[src/design/gqs_defines.vh]
// Constants for the pin-query and run-time settings command engine
`ifndef GQS_DEFINES_VH
`define GQS_DEFINES_VH

// Command codes carried in report byte 0, and the success code of reply byte 1
`define GQS_CMD_PIN_QUERY    8'h51
`define GQS_CMD_SET_RUNTIME  8'h60
`define GQS_REPLY_OK         8'h00

// Reply byte values for pins not assigned to GPIO use
`define GQS_NOT_GPIO_LEVEL   8'hee
`define GQS_NOT_GPIO_DIR     8'hef

// Field positions inside settings bytes
`define GQS_LOAD_BIT         7
`define GQS_DUTY_HI          4
`define GQS_DUTY_LO          3
`define GQS_DIV_HI           2
`define GQS_REF_LEVEL_HI     2
`define GQS_REF_LEVEL_LO     1
`define GQS_REF_SRC_BIT      0
`define GQS_DAC_HI           4

// Register byte offsets on the AXI4-Lite bus
`define GQS_OFS_CMD_BASE     8'h00
`define GQS_OFS_REPLY_BASE   8'h40
`define GQS_OFS_CTRL         8'h80
`define GQS_OFS_STATUS       8'h84
`define GQS_OFS_SETTINGS     8'h88
`define GQS_OFS_PINS         8'h8c

// Address region selects on byte address bits 7:6
`define GQS_REGION_CMD       2'b00
`define GQS_REGION_REPLY     2'b01

// Control and status bit positions
`define GQS_CTRL_GO_BIT      0
`define GQS_ST_DONE_BIT      0
`define GQS_ST_BAD_BIT       1
`define GQS_ST_BUSY_BIT      2

// AXI response codes
`define GQS_RESP_OKAY        2'b00
`define GQS_RESP_SLVERR      2'b10

`endif

[src/design/gqs_settings_note.v]
// Holds no logic: every setting lives in the command engine

[src/design/gqs_cmd_engine.v]
// Command engine for pin value queries and volatile run-time settings over AXI4-Lite
`include "gqs_defines.vh"

// Summary of operation
// - Code 0x51 in byte 0 requests pin values; bytes 1-63 ignored.
// - Query reply echoes code in byte 0 and 0x00 success in byte 1.
// - Reply bytes 2,4,6,8 hold 0xee if not GPIO, else pin level.
// - Reply bytes 3,5,7,9 hold 0xef if not GPIO, else 0 out/1 in.
// - Code 0x60 loads run-time settings; byte 1 is ignored.
// - Settings live in volatile flops only, kept until next power-up reset.
// - Byte 2 bit 7 set loads bits 4-0; clear keeps the divider.
// - Byte 2 bits 4-3 choose duty 0/25/50/75 percent; bits 6-5 ignored.
// - Byte 2 bits 2-0 give the new divider, applied when loading.
// - Byte 3 bit 7 set loads reference from bits 2-0; else unchanged.
// - Byte 3 bits 2-1 pick reference level: off, 1.024, 2.048, 4.096 V.
// - Byte 3 bit 0 picks reference source: 1 internal module, 0 supply.
// - Byte 4 bit 7 set loads DAC value from bits 4-0; else kept.
module gqs_cmd_engine #(
    parameter [2:0] DEF_CLK_DIV   = 3'h0,   // Power-up clock divider
    parameter [1:0] DEF_CLK_DUTY  = 2'h0,   // Power-up duty cycle code
    parameter [1:0] DEF_REF_LEVEL = 2'h0,   // Power-up reference level
    parameter       DEF_REF_SRC   = 1'b0,   // Power-up reference source
    parameter [4:0] DEF_DAC_VALUE = 5'h00   // Power-up DAC value
) (
    input  wire        i_clk,            // 200 MHz clock
    input  wire        i_rst,            // Synchronous reset, high
    input  wire        i_ce,             // Clock enable, freezes state when low
    input  wire [7:0]  i_s_axi_awaddr,   // Write address
    input  wire        i_s_axi_awvalid,  // Write address valid
    output wire        o_s_axi_awready,  // Write address ready
    input  wire [31:0] i_s_axi_wdata,    // Write data
    input  wire [3:0]  i_s_axi_wstrb,    // Write byte strobes
    input  wire        i_s_axi_wvalid,   // Write data valid
    output wire        o_s_axi_wready,   // Write data ready
    output wire [1:0]  o_s_axi_bresp,    // Write response
    output wire        o_s_axi_bvalid,   // Write response valid
    input  wire        i_s_axi_bready,   // Write response ready
    input  wire [7:0]  i_s_axi_araddr,   // Read address
    input  wire        i_s_axi_arvalid,  // Read address valid
    output wire        o_s_axi_arready,  // Read address ready
    output wire [31:0] o_s_axi_rdata,    // Read data
    output wire [1:0]  o_s_axi_rresp,    // Read response
    output wire        o_s_axi_rvalid,   // Read data valid
    input  wire        i_s_axi_rready,   // Read data ready
    input  wire [3:0]  i_pin_level,      // Logic level, bit 0 = general_pin_zero
    input  wire [3:0]  i_pin_is_gpio,    // Pin assigned to GPIO use
    input  wire [3:0]  i_pin_is_input,   // GPIO direction, 1 = input
    output wire [2:0]  o_clk_div,        // Clock-output divider
    output wire [1:0]  o_clk_duty,       // Clock-output duty cycle code
    output wire [1:0]  o_int_ref_level,  // internal_reference_module level
    output wire        o_dac_ref_int,    // DAC reference from internal module
    output wire [4:0]  o_dac_value,      // DAC output value
    output wire        o_busy            // Command executing
);

    // One-hot engine states
    localparam [1:0] ST_IDLE = 2'b01;
    localparam [1:0] ST_EXEC = 2'b10;

    // Report buffer: 64 command bytes as 16 little-endian words
    reg  [31:0] cmd_mem [0:15];

    // AXI write channel state
    reg         awready_reg;
    reg         wready_reg;
    reg         aw_full_reg;
    reg         w_full_reg;
    reg  [7:0]  aw_addr_reg;
    reg  [31:0] w_data_reg;
    reg  [3:0]  w_strb_reg;
    reg         bvalid_reg;
    reg  [1:0]  bresp_reg;

    // AXI read channel state
    reg         arready_reg;
    reg         rvalid_reg;
    reg  [31:0] rdata_reg;
    reg  [1:0]  rresp_reg;

    // Engine state, reply and settings
    reg  [1:0]  state_reg;
    reg         go_reg;
    reg         done_reg;
    reg         bad_reg;
    reg  [7:0]  last_code_reg;
    reg  [79:0] reply_reg;
    reg  [2:0]  clk_div_reg;
    reg  [1:0]  clk_duty_reg;
    reg  [1:0]  ref_level_reg;
    reg         ref_src_reg;
    reg  [4:0]  dac_value_reg;

    // Combinational helpers
    wire        aw_hs;
    wire        w_hs;
    wire        ar_hs;
    wire        do_write;
    wire        wr_cmd;
    wire        wr_ctrl;
    wire        wr_status;
    wire        wr_ro;
    wire        clr_done;
    wire        clr_bad;
    wire [7:0]  cmd_code;
    wire [7:0]  set_clk;
    wire [7:0]  set_ref;
    wire [7:0]  set_dac;
    wire [63:0] pin_bytes;
    wire [31:0] status_word;
    wire [31:0] settings_word;
    wire [31:0] pins_word;
    reg  [31:0] rd_data;
    reg  [1:0]  rd_resp;
    integer     k;

    assign aw_hs = i_s_axi_awvalid & awready_reg;
    assign w_hs  = i_s_axi_wvalid & wready_reg;
    assign ar_hs = i_s_axi_arvalid & arready_reg;

    // A write is performed once address and data are both held, in either order
    assign do_write  = aw_full_reg & w_full_reg & ~bvalid_reg;
    assign wr_cmd    = (aw_addr_reg[7:6] == `GQS_REGION_CMD);
    assign wr_ctrl   = ({aw_addr_reg[7:2], 2'b00} == `GQS_OFS_CTRL);
    assign wr_status = ({aw_addr_reg[7:2], 2'b00} == `GQS_OFS_STATUS);
    assign wr_ro     = (aw_addr_reg[7:6] == `GQS_REGION_REPLY)
                     | ({aw_addr_reg[7:2], 2'b00} == `GQS_OFS_SETTINGS)
                     | ({aw_addr_reg[7:2], 2'b00} == `GQS_OFS_PINS);

    // Write-one-to-clear of the sticky status flags
    assign clr_done = do_write & wr_status & w_strb_reg[0] & w_data_reg[`GQS_ST_DONE_BIT];
    assign clr_bad  = do_write & wr_status & w_strb_reg[0] & w_data_reg[`GQS_ST_BAD_BIT];

    // Report bytes the engine decodes; byte 1 and bytes past 4 are never looked at
    assign cmd_code = cmd_mem[0][7:0];
    assign set_clk  = cmd_mem[0][23:16];
    assign set_ref  = cmd_mem[0][31:24];
    assign set_dac  = cmd_mem[1][7:0];

    // Per-pin reply bytes: level at even index, direction at odd index
    genvar gi;
    generate
        for (gi = 0; gi < 4; gi = gi + 1) begin : g_pin
            assign pin_bytes[16*gi +: 8]     = i_pin_is_gpio[gi] ?
                {7'h00, i_pin_level[gi]} : `GQS_NOT_GPIO_LEVEL;
            assign pin_bytes[16*gi + 8 +: 8] = i_pin_is_gpio[gi] ?
                {7'h00, i_pin_is_input[gi]} : `GQS_NOT_GPIO_DIR;
        end
    endgenerate

    // Readable views of engine state
    assign status_word   = {16'h0000, last_code_reg, 5'h00,
                            (state_reg == ST_EXEC), bad_reg, done_reg};
    assign settings_word = {11'h000, dac_value_reg, 5'h00, ref_src_reg,
                            ref_level_reg, 3'h0, clk_duty_reg, clk_div_reg};
    assign pins_word     = {12'h000, i_pin_is_input, 4'h0, i_pin_is_gpio,
                            4'h0, i_pin_level};

    // Read decode; unmapped addresses answer SLVERR with zero data
    always @* begin
        rd_data = 32'h0000_0000;
        rd_resp = `GQS_RESP_OKAY;
        if (i_s_axi_araddr[7:6] == `GQS_REGION_CMD) begin
            rd_data = cmd_mem[i_s_axi_araddr[5:2]];
        end else if (i_s_axi_araddr[7:6] == `GQS_REGION_REPLY) begin
            case (i_s_axi_araddr[5:2])
                4'h0: rd_data = reply_reg[31:0];
                4'h1: rd_data = reply_reg[63:32];
                4'h2: rd_data = {16'h0000, reply_reg[79:64]};
                default: rd_data = 32'h0000_0000;
            endcase
        end else begin
            case ({i_s_axi_araddr[7:2], 2'b00})
                `GQS_OFS_CTRL:     rd_data = 32'h0000_0000;
                `GQS_OFS_STATUS:   rd_data = status_word;
                `GQS_OFS_SETTINGS: rd_data = settings_word;
                `GQS_OFS_PINS:     rd_data = pins_word;
                default:                rd_resp = `GQS_RESP_SLVERR;
            endcase
        end
    end

    // Write address and data are captured separately; ready stays low until the
    // response is taken, so at most one write is in flight
    always @(posedge i_clk) begin
        if (i_rst) begin
            awready_reg <= 1'b1;
            wready_reg  <= 1'b1;
            aw_full_reg <= 1'b0;
            w_full_reg  <= 1'b0;
            aw_addr_reg <= 8'h00;
            w_data_reg  <= 32'h0000_0000;
            w_strb_reg  <= 4'h0;
            bvalid_reg  <= 1'b0;
            bresp_reg   <= `GQS_RESP_OKAY;
        end else if (i_ce) begin
            if (aw_hs) begin
                aw_addr_reg <= i_s_axi_awaddr;
                aw_full_reg <= 1'b1;
                awready_reg <= 1'b0;
            end
            if (w_hs) begin
                w_data_reg <= i_s_axi_wdata;
                w_strb_reg <= i_s_axi_wstrb;
                w_full_reg <= 1'b1;
                wready_reg <= 1'b0;
            end
            if (do_write) begin
                aw_full_reg <= 1'b0;
                w_full_reg  <= 1'b0;
                bvalid_reg  <= 1'b1;
                if (wr_cmd | wr_ctrl | wr_status | wr_ro) begin
                    bresp_reg <= `GQS_RESP_OKAY;
                end else begin
                    bresp_reg <= `GQS_RESP_SLVERR;
                end
            end
            if (bvalid_reg & i_s_axi_bready) begin
                bvalid_reg  <= 1'b0;
                awready_reg <= 1'b1;
                wready_reg  <= 1'b1;
            end
        end
    end

    // Report buffer writes honour byte strobes
    always @(posedge i_clk) begin
        if (i_rst) begin
            for (k = 0; k < 16; k = k + 1) begin
                cmd_mem[k] <= 32'h0000_0000;
            end
        end else if (i_ce & do_write & wr_cmd) begin
            for (k = 0; k < 4; k = k + 1) begin
                if (w_strb_reg[k]) begin
                    cmd_mem[aw_addr_reg[5:2]][8*k +: 8] <= w_data_reg[8*k +: 8];
                end
            end
        end
    end

    // Read channel: data registered on the address handshake, held until taken
    always @(posedge i_clk) begin
        if (i_rst) begin
            arready_reg <= 1'b1;
            rvalid_reg  <= 1'b0;
            rdata_reg   <= 32'h0000_0000;
            rresp_reg   <= `GQS_RESP_OKAY;
        end else if (i_ce) begin
            if (ar_hs) begin
                arready_reg <= 1'b0;
                rvalid_reg  <= 1'b1;
                rdata_reg   <= rd_data;
                rresp_reg   <= rd_resp;
            end else if (rvalid_reg & i_s_axi_rready) begin
                rvalid_reg  <= 1'b0;
                arready_reg <= 1'b1;
            end
        end
    end

    // Go strobe from the control register; a go while executing is dropped
    always @(posedge i_clk) begin
        if (i_rst) begin
            go_reg <= 1'b0;
        end else if (i_ce) begin
            go_reg <= do_write & wr_ctrl & w_strb_reg[0] & w_data_reg[`GQS_CTRL_GO_BIT];
        end
    end

    // Engine: one cycle of execution per command; settings only ever live in
    // these flops, so only reset brings back the power-up values
    always @(posedge i_clk) begin
        if (i_rst) begin
            state_reg     <= ST_IDLE;
            done_reg      <= 1'b0;
            bad_reg       <= 1'b0;
            last_code_reg <= 8'h00;
            reply_reg     <= 80'h0;
            clk_div_reg   <= DEF_CLK_DIV;
            clk_duty_reg  <= DEF_CLK_DUTY;
            ref_level_reg <= DEF_REF_LEVEL;
            ref_src_reg   <= DEF_REF_SRC;
            dac_value_reg <= DEF_DAC_VALUE;
        end else if (i_ce) begin
            // Software clear first so that a completing command wins
            if (clr_done) begin
                done_reg <= 1'b0;
            end
            if (clr_bad) begin
                bad_reg <= 1'b0;
            end
            case (state_reg)
                ST_IDLE: begin
                    if (go_reg) begin
                        state_reg <= ST_EXEC;
                    end
                end
                ST_EXEC: begin
                    state_reg     <= ST_IDLE;
                    done_reg      <= 1'b1;
                    last_code_reg <= cmd_code;
                    case (cmd_code)
                        `GQS_CMD_PIN_QUERY: begin
                            // Pins sampled in this cycle form bytes 2..9
                            reply_reg <= {pin_bytes, `GQS_REPLY_OK, cmd_code};
                        end
                        `GQS_CMD_SET_RUNTIME: begin
                            reply_reg <= {64'h0, `GQS_REPLY_OK, cmd_code};
                            if (set_clk[`GQS_LOAD_BIT]) begin
                                clk_duty_reg <= set_clk[`GQS_DUTY_HI:`GQS_DUTY_LO];
                                clk_div_reg  <= set_clk[`GQS_DIV_HI:0];
                            end
                            if (set_ref[`GQS_LOAD_BIT]) begin
                                ref_level_reg <=
                                    set_ref[`GQS_REF_LEVEL_HI:`GQS_REF_LEVEL_LO];
                                ref_src_reg   <= set_ref[`GQS_REF_SRC_BIT];
                            end
                            if (set_dac[`GQS_LOAD_BIT]) begin
                                dac_value_reg <= set_dac[`GQS_DAC_HI:0];
                            end
                        end
                        default: begin
                            // Unknown code: flag it and leave the last reply intact
                            bad_reg <= 1'b1;
                        end
                    endcase
                end
                default: begin
                    state_reg <= ST_IDLE;
                end
            endcase
        end
    end

    // All outputs come straight from flops
    assign o_s_axi_awready = awready_reg;
    assign o_s_axi_wready  = wready_reg;
    assign o_s_axi_bresp   = bresp_reg;
    assign o_s_axi_bvalid  = bvalid_reg;
    assign o_s_axi_arready = arready_reg;
    assign o_s_axi_rdata   = rdata_reg;
    assign o_s_axi_rresp   = rresp_reg;
    assign o_s_axi_rvalid  = rvalid_reg;
    assign o_clk_div       = clk_div_reg;
    assign o_clk_duty      = clk_duty_reg;
    assign o_int_ref_level = ref_level_reg;
    assign o_dac_ref_int   = ref_src_reg;
    assign o_dac_value     = dac_value_reg;
    assign o_busy          = state_reg[1];

endmodule // gqs_cmd_engine

[config.mk]
export PLATFORM = sky130hd
export DESIGN_NAME = gqs_cmd_engine
export DESIGN_NICKNAME = d
export VERILOG_FILES = /design/src/design/gqs_settings_note.v /design/src/design/gqs_cmd_engine.v
export VERILOG_INCLUDE_DIRS = /design/src /design/src/design
export SDC_FILE = /design/constraint.sdc
export NUM_CORES = 1
export LEC_CHECK = 0
export BUFFER_PORTS_ARGS = -buffer_cell sky130_fd_sc_hd__buf_2
export CORE_AREA = 8 8 223 311
export DETAILED_ROUTE_END_ITERATION = 10
export DIE_AREA = 0 0 231 319
export MAX_ROUTING_LAYER = met4
export PLACE_DENSITY = 0.57
export RECOVER_POWER = 50
export SYNTH_ARGS = -nofsm -noshare
export SYNTH_HDL_FRONTEND = slang
export SYNTH_SLANG_ARGS = --single-unit
export TNS_END_PERCENT = 5
[constraint.sdc]
create_clock -name i_clk -period 2.5 [get_ports i_clk]
set_input_delay 0.5 -clock i_clk [delete_from_list [all_inputs] [get_ports i_clk]]
set_output_delay 0.5 -clock i_clk [all_outputs]
set_load 0.1 [all_outputs]
# --- Word-level counts from Yosys, hierarchy flattened ---
# Memory sizes are Yosys's and may differ from the RTL's.
# Index checks and enable logic that the tools add are counted.
totals:
  regBits: 193
  ramBits: 512
  inputBits: 72
  output_inout_bits: 55
  memories: 1
memory_table:
  columns: ["name", "depth", "width", "read_ports", "rd_clocked_by_memory_dff", "write_ports", "line_no", "rtl"]
  rows:
  - ["cmd_mem", 16, 32, 3, 0, 16, "gqs_cmd_engine.v:61", "reg [31:0] cmd_mem [0:15];"]
classes:
  n_eq_ne: 17
  mux: 59
  bitwise: 22
  n_reduce_logical: 31
ops:
  columns: ["operator", "n"]
  rows:
  - ["case mux 80 bit (2 select lines)", 1]
  - ["2-to-1 mux 32 bit", 3]
  - ["case mux 32 bit (3 select lines)", 1]
  - ["2-to-1 mux 8 bit", 8]
  - ["case mux 21 bit (3 select lines)", 1]
  - ["equality test 6 bit, second input constant", 8]
  - ["2-to-1 mux 1 bit", 37]
  - ["OR reduction 32 bit", 1]
  - ["AND reduction 2 bit", 13]
  - ["AND 1 bit", 16]
  - ["equality test 8 x 7 -> 1 bit, second input constant", 2]
  - ["nonzero test 2 bit", 8]
  - ["2-to-1 mux 2 bit", 6]
  - ["AND reduction 4 bit", 3]
  - ["2-to-1 mux 4 bit", 2]
  - ["equality test 2 x 1 -> 1 bit, second input constant", 3]
  - ["bitwise OR 1 bit", 5]
  - ["equality test 4 x 1 -> 1 bit, second input constant", 1]
  - ["equality test 4 x 2 -> 1 bit, second input constant", 1]
  - ["zero test 2 bit", 2]
  - ["zero test 4 bit", 1]
  - ["OR reduction 4 bit", 1]
  - ["AND reduction 3 bit", 1]
  - ["equality test 2 bit, second input constant", 1]
  - ["3 further kinds", 3]

# --- Logic depth before layout (Yosys ltp) ---
# Gate-level depths: netlist of the first run.
logic_depth:
  word_depth: 9
  mapped_depth: 8
  ltp_nobuf: 5

# --- Worst setup path before layout of the first run ---
# Ideal clock, no wire load.
synth_timing:
  path_type: "register to register"
  start: "register bvalid_reg (netlist: o_s_axi_bvalid)"
  end: "memory cmd_mem[0][0], enable pin"
  setup_time_ns: 0.271
  arrival_ns: 2.324
  required_time_ns: 2.229
  slack_ns: -0.095
  path_stages_with_launch: 7
  n_path_buf: 1
  path_cell_list: "dfxtp_1 -> nand4b_1 -> nor2_1 -> nand3_1 -> clkbuf_1 -> nor2_1 -> or2_2"
synth_lines:
  columns: ["item", "line_no", "rtl"]
  rows:
  - ["start, declared", "gqs_cmd_engine.v:71", "reg bvalid_reg;"]
  - ["start signal, assigned", "gqs_cmd_engine.v:193", "bvalid_reg <= 1'b0;"]
  - ["start signal, assigned", "gqs_cmd_engine.v:210", "bvalid_reg <= 1'b1;"]
  - ["start signal, assigned", "gqs_cmd_engine.v:218", "bvalid_reg <= 1'b0;"]
  - ["end, declared", "gqs_cmd_engine.v:61", null]

# --- Worst setup path after layout of the first run ---
layout_timing:
  start: "input port i_ce"
  end: "register w_data_reg[1]"
layout_between:
  elab_chain_len: 1
layout_rtl:
  columns: ["item", "line_no", "rtl"]
  rows:
  - ["start, declared", "gqs_cmd_engine.v:27", "input wire i_ce,"]
  - ["AND reduction 2 bit (no source line)", null, null]
  - ["end signal, assigned", "gqs_cmd_engine.v:202", "w_data_reg <= i_s_axi_wdata;"]
  - ["end, declared", "gqs_cmd_engine.v:69", "reg [31:0] w_data_reg;"]
# No other way between the ends.
# A chain may end at the register's enable or synchronous reset.

==> results.yml, run 1 <==
grt:
  grt_pass1_wl_microns: 124400
  gr-total-overflow: 0
  grt_max_degree: 47
  antenna_found_initial: 3
  grt_pass1_vias: 18950
  grt_use_total_pct: 23.26
placed_design:
  port_buffers: 120
  gp_congestion: 0.8715
  dpl_cell_area_sq_um: 31370
  hpwl_microns: 61240
  place_ws_ns: 0.01731
cts:
  cts_sinks: 641
  cts_root_buffer: "clkbuf_16"
  cts_made_buffers: 60
  insertion_delay_ns: 0.64
  ctsHoldBuffers: 0
  clk_pin_slew_ns: 0.06
  post_cts_resized: 0
  cts_buffer_depth: 3
  cts_htree_levels: 2
  cts_tree: "built"
  cts_setup_buffers: 0
yosys:
  ys_top_cells_by_area: "edfxtp_1, and2_1, dfxtp_1"
  syn_area_per_cell_sq_um: 13.49
  synth_cells: 2131
  synth-main-ff-cell: "edfxtp_1"
  synthSimpleGateAreaFrac_pct: 18.63
  yosysWarnings: 0
  syn_area_sq_um: 28750
  synth_top_family_by_area: "simple AND/OR/NAND/NOR gates"
  synth_seq_cells: 641
  synth_compound_area_share_pct: 5.093
  yosys.area_share.xor_xnor_pct: 0
  synth_top_area_share_pct: 53.49
  ys_async_sr_fraction_pct: 0
  synth_edf_count: 512
  synth_top_area_cell: "edfxtp_1"
  muxShareOfSynthArea_pct: 11.64
  synth_cell_types: 68
  synthAdderAreaFrac_pct: 0
  ys_seq_area_share_pct: 62.47
worst_hold_path:
  whs_path_depth: 3
  worst_hold_path_type: "primary input to flip-flop"
setup_path:
  r2r-start: "o_s_axi_arready"
  crit_fanout: 37
  worstReg2RegEnd: "o_s_axi_rdata[19]"
  r2r_cells: 7
  timing_worst_setup_path_type: "primary input to flip-flop"
  r2r_slack_ns: 0.13
  cp.required_ns: 3.06
  crit_start: "i_ce"
  crit_end: "w_data_reg[1]"
  crit_chain: "clkbuf_1 > clkbuf_1 > clkbuf_1 > and3_2 > clkbuf_4 > nand2_1 > a21oi_1"
  cpMostUsedCell: "clkbuf_1"
  cp-end-kind: "flip-flop"
  cp-start-kind: "primary input"
  arrival_ns: 2.95
  crit_path_max_incr_delay_ns: 0.57
  cp_slowest_cell: "clkbuf_1"
sta:
  finalClockSkew_ns: 0.02495
  hold_violations: 0
  clock.fmax_mhz: 418.6
  rsz0062_at_grt: "no"
  finalMaxSlewViolations: 0
  finalSetupViolations: 0
  fin_ws_ns: 0.1110
  tightest_slew_ns: 0.9285
  fin_crit_sh_pct: 95.56
  relSlewSlack_pct: 38.10
  whs_ns: 0.09988
  layout_min_cycle_time_ns: 2.389
job:
  max_cap_violations: 0
routing:
  via_count: 18220
  m1WireLength_microns: 34350
  via_per_inst: 5.580
  met3_length_microns: 4119
  top_layer: "met4"
  drt-pass1-iter-count: 5
  wl_per_cell_microns: 25.76
  ant_nets: 0
  drc: 0
  drt_iter0_drc: 1276
  dr_wl_met2_microns: 43220
  wl_microns: 84090
cells_and_area:
  drive_above_1_share_pct: 23.04
  final_util_pct: 51.13
  n_fill_cell: 5660
  area_growth_pct: 15.13
  seqCellArea_sq_um: 17960
  diodes: 0
  largest_reg_flops: 512
  final_nets: 2440
  multi_input_area_sq_um: 10190
  stdcell_area_sq_um: 33090
floorplanning:
  ioPinCount: 127
  coreArea_sq_um: 64720
  start_util_pct: 44.41
  num_rows: 111
  die-area_sq_um: 73690
  die_h_microns: 319
  dieWidth_microns: 231
run_status:
  status: "complete, no violations"
power:
  peakVddDrop_mv: 0.4611
  power_mw: 22.98
  leakagePower_nw: 12.22
  power_per_cell_area_nw_per_um2: 694.3
Yosys cell counts (16+ instances only):
| library cell | instances |
|---|---|
| buf_2 | 31 |
| mux2i_1 | 61 |
| nand2_1 | 133 |
| o211ai_1 | 16 |
| dfxtp_1 | 129 |
| nor2_1 | 127 |
| nor3_1 | 23 |
| and2_1 | 519 |
| nand3_1 | 28 |
| a22oi_1 | 30 |
| clkbuf_1 | 77 |
| or2_2 | 66 |
| edfxtp_1 | 512 |
| mux2_2 | 17 |
| a21oi_1 | 83 |
| mux4_2 | 113 |
metrics by stage:
step           std cells  setup TNS [ns]
6_report            3265               0
5_1_grt             3265               0
4_1_cts             3265               0
3_5_place_dp        3153               0
3_3_place_gp        3153               0
2_1_floorplan       2132       -0.008625
worst min-delay path by stage:
stage	startpoint	to	slack [ns]
finish	i_s_axi_awaddr[4]	aw_addr_reg[4]	0.1
global route	i_s_axi_wdata[7]	w_data_reg[7]	0.08
CTS	i_s_axi_wdata[26]	w_data_reg[26]	0.06
detailed placement	last_code_reg[2]	last_code_reg[2]	0.45
global placement	reply_reg[16]	reply_reg[16]	0.44
floorplan	reply_reg[7]	reply_reg[7]	0.43
worst max-delay path, delay by kind of cell:
kind / cells / cell delay (ns)
buffers and inverters: 4 / 1.68
and+or+nand+nor: 2 / 0.57
AOI/OAI and AO/OA: 1 / 0.19
where the power goes:
part	switching, mW	internal (mW)
clock	4.03	5.30
sequential	0.253	11.8
combinational	1.01	0.568
layout make-up:
| type | instances | area share [%] |
|---|---|---|
| Multi-Input combinational cell | 1359 | 30.80 |
| Clock buffer | 85 | 4.975 |
| Inverter | 3 | 0.03403 |
| Clock inverter | 27 | 0.9754 |
| Sequential cell | 641 | 54.26 |
| Timing Repair Buffer | 303 | 5.750 |
| Tap cell | 847 | 3.202 |
per-layer routing:
layer	track usage, %	up-vias
li1	-	8231
met1	28.49	9310
met2	39.88	546
met3	3.039	131
met4	7.008	0
met5	-	-
cell usage in the layout, fill, tap and decap left out, types with 27 or more instances in the layout:
| master | synthesis | layout |
|---|---|---|
| edfxtp_1 | 512 | 512 |
| and2_1 | 519 | 348 |
| and2_0 | 0 | 171 |
| nand2_1 | 133 | 133 |
| dfxtp_1 | 129 | 129 |
| nor2_1 | 127 | 127 |
| mux4_2 | 113 | 113 |
| buf_4 | 10 | 111 |
| buf_2 | 31 | 86 |
| a21oi_1 | 83 | 83 |
| clkbuf_1 | 77 | 70 |
| or2_2 | 66 | 66 |
| mux2i_1 | 61 | 61 |
| clkbuf_16 | 0 | 60 |
| clkbuf_2 | 0 | 40 |
| a22oi_1 | 30 | 30 |
| nand3_1 | 28 | 27 |
cell families (layout without fill, tap and decap cells):
kind of cell           count (synthesis)  after routing
muxes                                191            191
other                                  1              2
and+or+nand+nor                      954            954
AOI/OAI and AO/OA                    212            212
buffers and inverters                132            418
DFF                                  641            641
No activity file was read; power rests on OpenSTA's default activity.
==> run 2: changes to the inputs <==
--- a/config.mk
+++ b/config.mk
@@ -13,6 +13,7 @@
 export MAX_ROUTING_LAYER = met4
 export PLACE_DENSITY = 0.57
 export RECOVER_POWER = 50
+export REMOVE_ABC_BUFFERS = 1
 export SYNTH_ARGS = -nofsm -noshare
 export SYNTH_HDL_FRONTEND = slang
 export SYNTH_SLANG_ARGS = --single-unit
==> results.yml, run 2 (synthesis results as in run 1) <==
run_status:
  status: "complete, no violations"
setup_path:
  cp.required_ns: 3.03
  cp_slowest_cell: "a221oi_1"
  cp-start-kind: "primary input"
  cp-end-kind: "flip-flop"
  crit_fanout: 12
  r2r-start: "o_s_axi_arready"
  cp_num_buf_inv: 1
  arrival_ns: 2.91
  r2r_cells: 7
  worstReg2RegEnd: "o_s_axi_rdata[19]"
  timing_worst_setup_path_type: "primary input to flip-flop"
  crit_family: "compound AO/OA/AOI/OAI gates"
  crit_chain: "buf_2 > or4b_1 > a221oi_1 > nor2_4 > o21a_1 > o31ai_1"
  crit_end: "o_s_axi_rdata[10]"
  crit_start: "i_s_axi_araddr[4]"
  crit_path_max_incr_delay_ns: 0.86
  cp.depth: 6
  r2r_slack_ns: 0.13
routing:
  via_per_inst: 5.578
  drt-pass1-iter-count: 5
  via_count: 18010
  ant_nets: 0
  wl_per_cell_microns: 26.10
  drt_iter0_drc: 1501
  drc: 0
  wl_microns: 84280
cells_and_area:
  area_growth_pct: 14.72
  drive_above_1_share_pct: 22.24
  layout_commonest_cell: "edfxtp_1"
  final_util_pct: 50.95
  largest_reg_flops: 512
  final_nets: 2399
  n_fill_cell: 5687
  final_cell_mix: "edfxtp_1, and2_1, and2_0, nand2_1, dfxtp_1"
grt:
  grt_max_degree: 74
  grt_pass1_vias: 18480
  grt_pass1_wl_microns: 123200
  antenna_found_initial: 2
  grt_use_total_pct: 23.22
  gr-total-overflow: 0
cts:
  cts_htree_levels: 2
  cts_sinks: 641
  cts_made_buffers: 60
  insertion_delay_ns: 0.63
  cts_buffer_depth: 3
  post_cts_resized: 0
  cts_setup_buffers: 0
  clk_pin_slew_ns: 0.06
  ctsHoldBuffers: 0
  cts_tree: "built"
  cts_root_buffer: "clkbuf_16"
sta:
  finalClockSkew_ns: 0.02701
  finalMaxSlewViolations: 0
  rsz0062_at_grt: "no"
  fin_crit_sh_pct: 95.40
  relSlewSlack_pct: 22.42
  tightest_slew_ns: 1.163
  hold_violations: 0
  clock.fmax_mhz: 419.3
  fin_ws_ns: 0.1151
  finalSetupViolations: 0
  layout_min_cycle_time_ns: 2.385
floorplanning:
  num_rows: 111
  start_util_pct: 44.41
  ioPinCount: 127
  die-area_sq_um: 73690
  dieWidth_microns: 231
  coreArea_sq_um: 64720
  die_h_microns: 319
power:
  power_per_cell_area_nw_per_um2: 698.4
  peakVddDrop_mv: 0.5831
  leakagePower_nw: 12.05
  power_mw: 23.03
placed_design:
  port_buffers: 120
  place_ws_ns: -0.1840
  gp_congestion: 0.9003
  hpwl_microns: 60420
worst_hold_path:
  worst_hold_path_type: "primary input to flip-flop"
job:
  max_cap_violations: 0
[run 2: cell count changes in the layout (fill, tap and decap cells not counted), sizes merged]
cell / before / now
diode: 0 / 3
clkbuf: 179 / 160
clkinvlp: 1 / 7
buf: 209 / 183
clkinv: 19 / 18
inv: 3 / 4
[run 2: worst min path at each step]
| stage | from | to | slack, ns | cells after the start |
|---|---|---|---|---|
| 2_1_floorplan | reply_reg[16] | reply_reg[16] | 0.43 | 2 |
| 3_3_place_gp | reply_reg[48] | reply_reg[48] | 0.44 | 2 |
| 3_5_place_dp | o_s_axi_rresp[1] | o_s_axi_rresp[1] | 0.44 | 2 |
| 4_1_cts | i_s_axi_wdata[30] | w_data_reg[30] | 0.07 | 3 |
| 5_1_grt | i_s_axi_wdata[28] | w_data_reg[28] | 0.08 | 3 |
| 6_report | i_s_axi_wdata[28] | w_data_reg[28] | 0.10 | 3 |
[run 2: per-stage QoR]
step                      cell area (sq um)  hold slack, ns  setup TNS (ns)  instances
after floorplan                       28140          0.4251          -23.87       2003
after global placement                31160          0.4407          -2.807       3112
after detailed placement              31160          0.4440          -9.938       3112
after CTS                             33160         0.07427               0       3226
after global routing                  32970         0.08266               0       3228
final                                 32980          0.1021               0       3229
[run 2: cell type report]
class / instances / area [sq um] / area share, %
diodes: 3 / 7.507 / 0.02277
repair buffers: 262 / 1785 / 5.414
inverters: 3 / 11.26 / 0.03415
clock inverters: 33 / 359.1 / 1.089
clock buffers: 81 / 1642 / 4.978
well taps: 847 / 1060 / 3.214
flip-flops and latches: 641 / 17960 / 54.45
multi-input cells: 1359 / 10150 / 30.79
[run 2: per-layer routing]
metal,track usage [%],wire [microns],vias up
met5,-,0,-
met4,9.546,3623,0
met3,3.377,4751,153
met2,38.65,42480,608
met1,28.20,33420,9072
li1,-,-,8178
[run 2: worst register-to-register path, stage by stage (launching register included)]
cell and delay, ns:
dfxtp_1 0.47, nand4b_1 0.26, clkbuf_1 0.23, nor3_1 0.65
buf_12 0.27, a221oi_1 0.13, clkbuf_2 0.18, o31ai_1 0.08
[run 2: power breakdown]
group          internal (mW)  leakage [nW]  switching [mW]  total, mW
clock network           5.33         0.956            4.05       9.38
logic                  0.566          4.77           0.995       1.56
registers               11.8          6.33           0.271       12.1
